==> src/rtl/sem_host_pkg.sv <==
// constants and types for the semaphore-flag host controller
package sem_host_pkg;
    localparam int FLAG_COUNT = 8;
    localparam int INDEX_W = 3;
    localparam int DATA_W = 16;
    localparam int FLAG_BIT = 0;
    localparam logic [INDEX_W-1:0] LAST_INDEX = 3'h7;
    localparam int CLK_PERIOD_PS = 5000;
    localparam int T_SETUP_NS = 10;
    localparam int T_WPULSE_NS = 20;
    localparam int T_HOLD_NS = 10;
    localparam int T_ACCESS_NS = 25;
    localparam int T_GAP_NS = 10;
    localparam int SETUP_CYC = (T_SETUP_NS * 1000 + CLK_PERIOD_PS - 1)
        / CLK_PERIOD_PS;
    localparam int WPULSE_CYC = (T_WPULSE_NS * 1000 + CLK_PERIOD_PS - 1)
        / CLK_PERIOD_PS;
    localparam int HOLD_CYC = (T_HOLD_NS * 1000 + CLK_PERIOD_PS - 1)
        / CLK_PERIOD_PS;
    localparam int ACCESS_CYC = (T_ACCESS_NS * 1000 + CLK_PERIOD_PS - 1)
        / CLK_PERIOD_PS;
    localparam int GAP_CYC = (T_GAP_NS * 1000 + CLK_PERIOD_PS - 1)
        / CLK_PERIOD_PS;
    localparam int TIMER_W = 4;

    typedef enum logic [1:0] {
        OP_READ,
        OP_TRY,
        OP_RELEASE,
        OP_INIT
    } op_e;

    typedef struct packed {
        op_e op;
        logic [INDEX_W-1:0] index;
    } cmd_s;

    typedef struct packed {
        logic granted;
        logic flag;
        logic split;
    } result_s;
endpackage : sem_host_pkg

==> src/rtl/sem_host.sv <==
// host that claims, releases and reads the eight semaphore flags
`timescale 1ns/1ps
module sem_host (
    // clock and reset
    input wire logic clk_in,
    input wire logic reset_n_in,
    // user command
    input wire logic cmd_valid_in,
    input wire sem_host_pkg::cmd_s cmd_in,
    output logic ready_out,
    output logic done_out,
    output sem_host_pkg::result_s result_out,
    output logic [sem_host_pkg::FLAG_COUNT-1:0] held_out,
    output logic [sem_host_pkg::FLAG_COUNT-1:0] pending_out,
    // device port pins
    output logic ram_enable_n_out,
    output logic flag_space_select_n_out,
    output logic output_enable_n_out,
    output logic write_n_out,
    output logic [sem_host_pkg::INDEX_W-1:0] flag_index_lines_out,
    input wire logic [sem_host_pkg::DATA_W-1:0] data_in,
    output logic [sem_host_pkg::DATA_W-1:0] data_out,
    output logic data_oe_out
);
    typedef enum {S_IDLE, S_WSET, S_WPUL, S_WHLD, S_WGAP, S_RACC, S_RGAP,
        S_DONE} state_e;
    localparam int TW = sem_host_pkg::TIMER_W;
    localparam int IW = sem_host_pkg::INDEX_W;
    localparam int NF = sem_host_pkg::FLAG_COUNT;
    localparam int DW = sem_host_pkg::DATA_W;

    state_e state_q, state_d;
    sem_host_pkg::op_e op_q;
    logic [IW-1:0] idx_q, idx_d;
    logic wval_q, wval_d;
    logic wrote_q;
    logic sem_n_q, oe_n_q, we_n_q, doe_q, ce_n_q, done_q;
    logic [NF-1:0] held_q, pending_q;
    sem_host_pkg::result_s res_q;
    logic [TW-1:0] len_d;
    logic ready_q;

    wire expired;
    wire take = state_q == S_IDLE && cmd_valid_in;
    wire start = state_d != state_q;
    wire init_more = op_q == sem_host_pkg::OP_INIT &&
        idx_q != sem_host_pkg::LAST_INDEX;
    wire rd_flag = data_in[sem_host_pkg::FLAG_BIT];
    wire rd_split = data_in != {DW{rd_flag}};
    wire capture = state_q == S_RACC && expired;
    wire sem_d = state_d inside {S_WSET, S_WPUL, S_WHLD, S_RACC};
    wire oe_d = state_d == S_RACC;
    wire we_d = state_d == S_WPUL;
    wire doe_d = state_d inside {S_WSET, S_WPUL, S_WHLD};

    initial
    begin
        if (sem_host_pkg::ACCESS_CYC >= (1 << TW) ||
            sem_host_pkg::WPULSE_CYC >= (1 << TW))
            $error("phase timer too narrow for timing counts");
    end

    phase_timer #(.W(TW)) u_timer (
        .clk_in(clk_in),
        .reset_n_in(reset_n_in),
        .start_in(start),
        .len_in(len_d),
        .expired_out(expired)
    );

    always_comb
    begin
        state_d = state_q;
        idx_d = idx_q;
        wval_d = wval_q;
        case (state_q)
            S_IDLE:
                if (cmd_valid_in)
                begin
                    idx_d = cmd_in.index;
                    wval_d = cmd_in.op != sem_host_pkg::OP_TRY;
                    if (cmd_in.op == sem_host_pkg::OP_INIT)
                        idx_d = '0;
                    // a request always writes before it reads
                    state_d = cmd_in.op == sem_host_pkg::OP_READ ?
                        S_RACC : S_WSET;
                end
            S_WSET:
                if (expired)
                    state_d = S_WPUL;
            S_WPUL:
                if (expired)
                    state_d = S_WHLD;
            S_WHLD:
                if (expired)
                    state_d = S_WGAP;
            S_WGAP:
                if (expired)
                begin
                    if (init_more)
                    begin
                        idx_d = idx_q + IW'(1);
                        state_d = S_WSET;
                    end
                    else if (op_q == sem_host_pkg::OP_TRY)
                        state_d = S_RACC;
                    else
                        state_d = S_DONE;
                end
            S_RACC:
                if (expired)
                    state_d = S_RGAP;
            // select and enable go high so the next read relatches
            S_RGAP:
                if (expired)
                    state_d = S_DONE;
            S_DONE:
                state_d = S_IDLE;
            default:
                state_d = S_IDLE;
        endcase
    end

    always_comb
    begin
        case (state_d)
            S_WSET: len_d = TW'(sem_host_pkg::SETUP_CYC);
            S_WPUL: len_d = TW'(sem_host_pkg::WPULSE_CYC);
            S_WHLD: len_d = TW'(sem_host_pkg::HOLD_CYC);
            S_RACC: len_d = TW'(sem_host_pkg::ACCESS_CYC);
            default: len_d = TW'(sem_host_pkg::GAP_CYC);
        endcase
    end

    always_ff @(posedge clk_in or negedge reset_n_in)
    begin
        if (!reset_n_in)
        begin
            state_q <= S_IDLE;
            idx_q <= '0;
            wval_q <= 1'b1;
            op_q <= sem_host_pkg::OP_READ;
        end
        else
        begin
            state_q <= state_d;
            idx_q <= idx_d;
            wval_q <= wval_d;
            if (take)
                op_q <= cmd_in.op;
        end
    end

    always_ff @(posedge clk_in or negedge reset_n_in)
    begin
        if (!reset_n_in)
            wrote_q <= 1'b0;
        else if (take)
            wrote_q <= 1'b0;
        else if (state_q == S_WPUL)
            wrote_q <= 1'b1;
    end

    always_ff @(posedge clk_in or negedge reset_n_in)
    begin
        if (!reset_n_in)
            ready_q <= 1'b1;
        else
            ready_q <= state_d == S_IDLE;
    end

    // pins are registered from the next state: glitch-free strobes
    always_ff @(posedge clk_in or negedge reset_n_in)
    begin
        if (!reset_n_in)
        begin
            ce_n_q <= 1'b1;
            sem_n_q <= 1'b1;
            oe_n_q <= 1'b1;
            we_n_q <= 1'b1;
            doe_q <= 1'b0;
        end
        else
        begin
            ce_n_q <= 1'b1;
            sem_n_q <= !sem_d;
            oe_n_q <= !oe_d;
            we_n_q <= !we_d;
            doe_q <= doe_d;
        end
    end

    // flag value on bit zero; upper bits copy it so any bit may be read
    always_ff @(posedge clk_in or negedge reset_n_in)
    begin
        if (!reset_n_in)
            data_out <= {DW{1'b1}};
        else
            data_out <= {DW{wval_d}};
    end

    always_ff @(posedge clk_in or negedge reset_n_in)
    begin
        if (!reset_n_in)
            flag_index_lines_out <= '0;
        else
            flag_index_lines_out <= idx_d;
    end

    always_ff @(posedge clk_in or negedge reset_n_in)
    begin
        if (!reset_n_in)
        begin
            res_q <= '0;
            done_q <= 1'b0;
        end
        else
        begin
            done_q <= state_d == S_DONE;
            if (capture)
            begin
                res_q.flag <= rd_flag;
                res_q.split <= rd_split;
                res_q.granted <= op_q == sem_host_pkg::OP_TRY && !rd_flag;
            end
            else if (take)
                res_q <= '0;
        end
    end

    // ownership and outstanding requests as this port sees them
    always_ff @(posedge clk_in or negedge reset_n_in)
    begin
        if (!reset_n_in)
        begin
            held_q <= '0;
            pending_q <= '0;
        end
        else if (capture && op_q == sem_host_pkg::OP_TRY)
        begin
            held_q[idx_q] <= !rd_flag;
            pending_q[idx_q] <= rd_flag;
        end
        else if (capture)
        begin
            held_q[idx_q] <= !rd_flag;
            pending_q[idx_q] <= pending_q[idx_q] && rd_flag;
        end
        else if (state_q == S_WPUL && wval_q)
        begin
            held_q[idx_q] <= 1'b0;
            pending_q[idx_q] <= 1'b0;
        end
    end

    assign ram_enable_n_out = ce_n_q;
    assign flag_space_select_n_out = sem_n_q;
    assign output_enable_n_out = oe_n_q;
    assign write_n_out = we_n_q;
    assign data_oe_out = doe_q;
    assign done_out = done_q;
    assign ready_out = ready_q;
    assign result_out = res_q;
    assign held_out = held_q;
    assign pending_out = pending_q;
endmodule : sem_host

==> src/rtl/phase_timer.sv <==
// down-counter that marks the end of one bus phase
`timescale 1ns/1ps
module phase_timer #(
    parameter int W = 4
) (
    // clock and reset
    input wire logic clk_in,
    input wire logic reset_n_in,
    // control
    input wire logic start_in,
    input wire logic [W-1:0] len_in,
    // status
    output logic expired_out
);
    logic [W-1:0] count_q;
    logic expired_q;

    initial
    begin
        if (W < 2)
            $error("phase_timer width too small");
    end

    always_ff @(posedge clk_in or negedge reset_n_in)
    begin
        if (!reset_n_in)
            count_q <= '0;
        else if (start_in)
            count_q <= len_in;
        else if (count_q != '0)
            count_q <= count_q - W'(1);
    end

    always_ff @(posedge clk_in or negedge reset_n_in)
    begin
        if (!reset_n_in)
            expired_q <= 1'b0;
        else
            // registered one cycle early so a phase lasts len_in cycles
            expired_q <= start_in ? len_in == W'(1) : count_q == W'(2);
    end

    assign expired_out = expired_q;
endmodule : phase_timer

==> config.mk <==
export PLATFORM = sky130hd
export DESIGN_NAME = sem_host
export DESIGN_NICKNAME = d
export VERILOG_FILES = /design/src/rtl/sem_host_pkg.sv /design/src/rtl/sem_host.sv /design/src/rtl/phase_timer.sv
export SDC_FILE = /design/constraint.sdc
export NUM_CORES = 1
export LEC_CHECK = 0
export BUFFER_PORTS_ARGS = -buffer_cell sky130_fd_sc_hd__buf_4
export CAP_MARGIN = 20
export CORE_ASPECT_RATIO = 2
export CORE_MARGIN = 5
export CORE_UTILIZATION = 54
export DETAILED_ROUTE_END_ITERATION = 10
export PLACE_DENSITY = 0.8
export SLEW_MARGIN = 20
export SYNTH_ARGS = -nofsm -noshare
export SYNTH_HDL_FRONTEND = slang
export SYNTH_SLANG_ARGS = --single-unit
==> constraint.sdc <==
create_clock -name clk_in -period 2.7 [get_ports clk_in]
set_input_delay 0.27 -clock clk_in [delete_from_list [all_inputs] [get_ports clk_in]]
set_output_delay 0.27 -clock clk_in [all_outputs]
set_load 0.005 [all_outputs]
==> flow_summary.toml, run 1 <==
[pwr]
p_leak_nw = 1.73
p_sw_mw = 0.438
clkPwrFrac = 0.501
peakVddDrop_v = 0.000536
swShare = 0.192
comb_power_share = 0.037
p_int_mw = 1.84
p_per_area_nw_per_um2 = 585
seqPwrFrac = 0.462

[die]
rows = 39
core_area_um2 = 5610
initial_core_util = 0.548
die_x_um = 63.4
die_area_um2 = 7390
num_io_pins = 69
die_y_um = 117

[global_route]
grt_pass1_wl_mm = 11.0
grtUsageMet1 = 0.217
grt_max_degree = 69
antenna_found_initial = 0
met2_usage = 0.322
grt_usage = 0.191
overflow = 0
top_usage_layer = "met2"
use_met3 = 0.0683
grt_pass1_vias = 2337

[sta]
finClkSkew_ns = 0.00529
hold_viol_final = 0
setup_viol = 0
fin_tns_setup_ns = 0
tightestPinTransition_ns = 0.818
period_share = 0.785
fin_crit_ns = 2.12
fmax_mhz = 472
holdWs_ns = 0.0333
rsz0062_at_grt = "no"
relSlewSlack = 0.455
slew_violations = 0
finalWorstSetupSlack_ns = 0.580

[clocking]
clockBufferDepth = 2
numCtsBuffers = 9
htreeDepth = 3
postCtsResizedCells = 0
cts_setup_buffers = 0
clockRootBuffer = "clkbuf_16"
clock_latency_ns = 0.33
clk_pin_slew_worst_paths_ns = 0.05
ctsHoldBuffers = 0
clkSinkCount = 68
cts_tree = "built"

[place]
place_inst = 413
dpl.hpwl_mm = 4.72
place_congestion = 0.784
place_ws_ns = 0.611
numPortBuffers = 67

[logic_synthesis]
ys.warnings.count = 0
synth_seq_cells = 68
synth-adder-area-share = 0.0163
syn_area_per_cell_um2 = 11.0
synth-edff-count = 0
synth-xor-area-share = 0.00285
yosysTopAreaCellShare = 0.513
async_flop_share = 1.00
synth_compound_area_frac = 0.156
synth_top_family_by_area = "simple AND/OR/NAND/NOR gates"
synth-simple-area-share = 0.172
synth_top_area_cell = "dfrtp_1"
synthFlopType = "dfrtp_1"
yosysUniqueCellTypes = 59
synthesis.area_um2 = 3070
synthCells = 280
synth_area_leaders = "dfrtp_1 (51%), o21ai_0 (4.7%), buf_4 (4.4%), dfstp_2 (4.3%), nand3_1 (2.6%)"
synth_mux_area_frac = 0.0248
yosysSeqAreaShare = 0.556

[final_layout]
drive_gt1_frac = 0.291
utilization = 0.693
final_nets = 391
synthToLayoutAreaGrowth_pct = 26.5
finalNonFillerCells = 429
diodes = 0

[setup_path]
cp.arrival_ns = 2.34
start_kind = "flop"
path_max_fanout = 12
reg2reg_slack_ns = 0.58
worstPathRequired_ns = 2.92
critPathKind = "flop to flop"
end_kind = "flop"

[routing]
first_pass_iters = 4
wirelength_mm = 6.56
via_count = 2345
drtAntennaViolNets = 0
wl_per_cell_um = 15.3
first_iter_violations = 228
drc = 0
routed_via_density = 5.47

[job]
max_cap_violations = 0

[min_path]
hold_path.class = "primary input to asynchronous set/reset pin"

[outcome]
status = "complete, no violations"
-- power groups by stage --
stage	clock network, mW	logic [mW]	registers (mW)
2_1_floorplan	0	0.0277	1.07
3_5_place_dp	0	0.0829	1.07
4_1_cts	1.17	0.0836	1.05
6_report	1.14	0.0831	1.05
3_3_place_gp	0	0.0790	1.07
5_1_grt	1.22	0.0961	1.05
-- cells by family (layout without fill, tap and decap cells) --
kind of cell	Yosys count	after routing
AO/OA/AOI/OAI	73	73
XOR/XNOR	1	1
adder cells (fa/ha/maj)	4	4
buffers and inverters	33	93
flip-flops	68	68
multiplexers	7	7
other	2	30
AND/OR/NAND/NOR	92	92
-- worst paths after layout --
check / start / to / cells after the start
max: flag_index_lines_out[2]$_DFFE_PN0P_ / u_timer.count_q[1]$_DFFE_PN0P_ / 6
max in group asynchronous: reset_n_in / pending_out[4]$_DFFE_PN0P_ / 1
min reg2reg: u_timer.count_q[2]$_DFFE_PN0P_ / u_timer.expired_out$_DFF_PN0_ / 1
min in group clk_in: cmd_in[2] / flag_index_lines_out[2]$_DFFE_PN0P_ / 3
min: reset_n_in / u_timer.expired_out$_DFF_PN0_ / 1
max reg2reg: flag_index_lines_out[2]$_DFFE_PN0P_ / u_timer.count_q[1]$_DFFE_PN0P_ / 6
-- sequential cells by signal (all words and copies together), names as in the netlist, 2 cells and up --
register / cells
u_timer.count_q: 4
result_out: 3
flag_index_lines_out: 3
state_q: 32
op_q: 2
held_out: 8
pending_out: 8
-- final cells by class --
| type | count | area (um^2) |
|---|---|---|
| timing repair buffer | 70 | 526 |
| multi-input combinational | 207 | 1250 |
| sequential | 68 | 1710 |
| fill | 421 | 1720 |
| clock buffer | 14 | 264 |
| tap | 61 | 76.3 |
| clock inverter | 2 | 35.0 |
| inverter | 7 | 26.3 |
-- stage by stage --
| stage | power, mW | area [um^2] |
|---|---|---|
| 2_1_floorplan | 1.09 | 3180 |
| 3_3_place_gp | 1.15 | 3590 |
| 3_5_place_dp | 1.15 | 3590 |
| 4_1_cts | 2.31 | 3890 |
| 5_1_grt | 2.37 | 3890 |
| 6_report | 2.28 | 3890 |
-- cells in the mapped netlist (2+ instances only) --
master,count
buf_6,3
o2bb2ai_1,2
conb_1,2
nor3_1,2
or3_1,2
a21oi_1,9
mux2_2,4
clkbuf_1,3
nand2b_1,4
nor3b_1,3
dfstp_2,5
ha_1,4
nor4_1,11
nand3_1,16
o21ai_0,29
mux2i_1,2
buf_4,18
inv_1,7
nand3b_1,2
nand4_1,5
nor2b_1,2
buf_2,2
nand2_1,15
a31oi_1,7
dfrtp_1,63
o21ai_1,9
and4b_1,2
nor2_1,16
-- critical path: stages (launching register included) --
cell and delay, ns:
dfrtp_1 0.50, ha_1 0.28, and4b_1 0.28, a221o_2 0.19, o32ai_4 0.13, or3_1 0.42
a31o_1 0.21
-- placed cells by master, fill, tap and decap left out, drive strengths merged, types with 3 or more instances in the layout --
cell type,instances
clkbuf,14
nor4,11
mux2,5
o21ai,38
nand2b,4
a21oi,9
nor3,3
nor3b,3
ha,4
dfstp,5
nand4,5
nand2,16
buf,70
nor2,17
dfrtp,63
nand3,16
inv,7
conb,30
a31oi,7
-- metal layers --
metal / part of all wire / routed length (um)
met1: 0.39 / 2540
met5: 0 / 0
met2: 0.53 / 3460
met4: 0.019 / 124
met3: 0.066 / 435
No activity file was read; power rests on OpenSTA's default activity.
==> run 2: changes to the inputs <==
--- a/config.mk
+++ b/config.mk
@@ -5,13 +5,14 @@
 export SDC_FILE = /design/constraint.sdc
 export NUM_CORES = 1
 export LEC_CHECK = 0
+export ABC_AREA = 1
 export BUFFER_PORTS_ARGS = -buffer_cell sky130_fd_sc_hd__buf_4
 export CAP_MARGIN = 20
 export CORE_ASPECT_RATIO = 2
 export CORE_MARGIN = 5
-export CORE_UTILIZATION = 54
+export CORE_UTILIZATION = 50
 export DETAILED_ROUTE_END_ITERATION = 10
-export PLACE_DENSITY = 0.8
+export PLACE_DENSITY = 0.76
 export SLEW_MARGIN = 20
 export SYNTH_ARGS = -nofsm -noshare
 export SYNTH_HDL_FRONTEND = slang
==> constraint.sdc (replaced) <==
create_clock -name clk_in -period 1.95 [get_ports clk_in]
set_input_delay 0.195 -clock clk_in [delete_from_list [all_inputs] [get_ports clk_in]]
set_output_delay 0.195 -clock clk_in [all_outputs]
set_load 0.005 [all_outputs]
==> flow_summary.toml, run 2 <==
[setup_path]
worstPathRequired_ns = 2.18
end_kind = "flop"
critPathKind = "flop to flop"
reg2reg_slack_ns = -0.31
path_max_fanout = 6
cp.arrival_ns = 2.49
start_kind = "flop"

[sta]
slew_violations = 0
setup_viol = 21
rsz0062_at_grt = "yes"
period_share = 1.16
hold_viol_final = 0
tightestPinTransition_ns = 0.824
fmax_mhz = 442
finClkSkew_ns = 0.00603
finalWorstSetupSlack_ns = -0.311
relSlewSlack = 0.451
fin_crit_ns = 2.26
fin_tns_setup_ns = -2.14

[logic_synthesis]
synth_area_leaders = "dfrtp_1 (44%), nand2_1 (10%), inv_1 (6.1%), nor2_1 (5.8%), o21ai_0 (5.3%)"
yosysTopAreaCellShare = 0.437
synth-edff-count = 0
synth.most_common_cell = "nand2_1"
synthCells = 452
yosysUniqueCellTypes = 35
syn_area_per_cell_um2 = 7.98
synthTopCellsByCount = "nand2_1 (98), dfrtp_1 (63), inv_1 (59)"
synthFlopType = "dfrtp_1"
async_flop_share = 1.00
synthesis.area_um2 = 3610
yosysSeqAreaShare = 0.474
ys.warnings.count = 0
synth_top_area_cell = "dfrtp_1"
synth_seq_cells = 68

[place]
numPortBuffers = 67
dpl.hpwl_mm = 7.37
place_congestion = 0.944
dpl_cell_area_um2 = 4660

[clocking]
htreeDepth = 3
clockRootBuffer = "clkbuf_16"
clock_latency_ns = 0.34
clk_pin_slew_worst_paths_ns = 0.05
numCtsBuffers = 9
cts_tree = "built"
clockBufferDepth = 2
clkSinkCount = 68

[pwr]
power_mw = 3.33
p_leak_nw = 2.73
p_sw_mw = 0.716
p_int_mw = 2.61
comb_power_share = 0.067
peakVddDrop_v = 0.000722
clkPwrFrac = 0.489
swShare = 0.215
p_per_area_nw_per_um2 = 607
seqPwrFrac = 0.443

[final_layout]
drive_gt1_frac = 0.431
final_cell_mix = "buf_4 (129), nand2_1 (75), dfrtp_1 (62), inv_1 (48), nor2_1 (36)"
largest_reg_flops = 32
diodes = 0
synthToLayoutAreaGrowth_pct = 52.0
mostFrequentLayoutCell = "buf_4"
final_area_um2 = 5480
final_nets = 643
largest_register = "state_q"

[routing]
drtAntennaViolNets = 0
first_pass_iters = 4
wl_per_cell_um = 15.7
wirelength_mm = 11.2
routed_via_density = 5.31
drc = 0
via_count = 3767
first_iter_violations = 283

[outcome]
status = "finished with violations"
violations = "setup timing"

[die]
initial_core_util = 0.516
die_y_um = 130
die_area_um2 = 9110
die_x_um = 70.1
num_io_pins = 69
core_area_um2 = 6990
rows = 43

[global_route]
grt_pass1_vias = 3698
antenna_found_initial = 0
overflow = 0
grt_usage = 0.228
grt_pass1_wl_mm = 16.3
grt_max_degree = 69

[job]
max_cap_violations = 0

[min_path]
hold_path.class = "primary input to flop"
==> run 2: cell count changes after synthesis, moves of 8 or more <==
cell and delta:
nor2_1 +40, o21ai_0 +9, inv_1 +52, o211ai_1 +10
o21ai_1 -8, nand2_1 +83, nand3_1 +14, nor3_1 +8
==> run 2: logic make-up (layout without fill, tap and decap cells) <==
kind of cell             after synthesis  in the layout  synth area share
flip-flops                            68             68             0.474
AND/OR/NAND/NOR                      225            225             0.283
buffers and inverters                 85            225             0.109
other                                  2             30           0.00208
adder cells (fa/ha/maj)                4              4            0.0139
multiplexers                           1              1           0.00278
XOR/XNOR                               3              3           0.00729
AO/OA/AOI/OAI                         64             64             0.108
==> run 2: cell type report <==
cell class                      instances  area, um^2
Clock inverter                          3        45.0
Multi-Input combinational cell        327        1960
Inverter                               64         245
Sequential cell                        68        1710
Timing Repair Buffer                  145        1150
Clock buffer                           13         260
Fill cell                             470        1510
Tap cell                               90         113
==> run 2: through the flow <==
stage | setup WS (ns) | utilization | hold WS, ns | cells
final | -0.311 | 0.784 | 0.104 | 710
after global routing | -0.558 | 0.784 | 0.109 | 710
after CTS | -0.170 | 0.726 | 0.101 | 701
after detailed placement | -0.242 | 0.666 | 0.342 | 676
after global placement | -0.180 | 0.666 | 0.331 | 676
after floorplan | -0.0758 | - | -0.101 | 480
==> run 2: final timing paths <==
check,startpoint,depth (start not counted),end
min in group asynchronous,reset_n_in,2,held_out[0]$_DFFE_PN0P_
min,data_in[0],2,result_out[2]$_DFFE_PN0P_
max,state_q[1]$_DFF_PN0_,16,u_timer.count_q[1]$_DFFE_PN0P_
min reg2reg,held_out[7]$_DFFE_PN0P_,2,held_out[7]$_DFFE_PN0P_
max reg2reg,state_q[1]$_DFF_PN0_,16,u_timer.count_q[1]$_DFFE_PN0P_
max in group asynchronous,reset_n_in,2,flag_index_lines_out[1]$_DFFE_PN0P_
==> run 2: routing by layer <==
metal  global-route usage  wire [um]  up-vias
met5                    0          0        -
met3               0.0493        527       77
met2                0.433       6310      163
li1                     -          -     1755
met1                0.200       3430     1772
met4                0.181        904        0
==> run 2: repair_timing <==
action | 4_1_cts | 5_1_grt
endpoints found under the setup margin | 26 | 35
hold buffers | 1 | 0
endpoints found under the hold margin | 59 | 0
buffers inserted | 8 | 10
pin swaps | 11 | 39
resized for setup | 20 | 112
==> run 2: critical path, cell delays in order (launching register included) <==
cell and delay (ns):
dfrtp_1 0.46, inv_2 0.13, nand2_1 0.08, nor2_1 0.11, nand2_1 0.06, nor2_1 0.17, nand2_1 0.13, nand2_1 0.15
o21ai_1 0.11, nand3_1 0.12, nand4_2 0.12, nor2_4 0.14, nand3_4 0.12, nand2_2 0.10, nand2_2 0.04, nand2_1 0.05
nand2_1 0.05
==> run 2: power by group through the flow <==
stage | Sequential [mW] | Clock, mW | Combinational (mW)
floorplan | 1.50 | 0 | 0.0929
global placement | 1.50 | 0 | 0.204
detailed placement | 1.50 | 0 | 0.209
CTS | 1.48 | 1.65 | 0.219
global route | 1.48 | 1.72 | 0.254
finish | 1.48 | 1.63 | 0.225
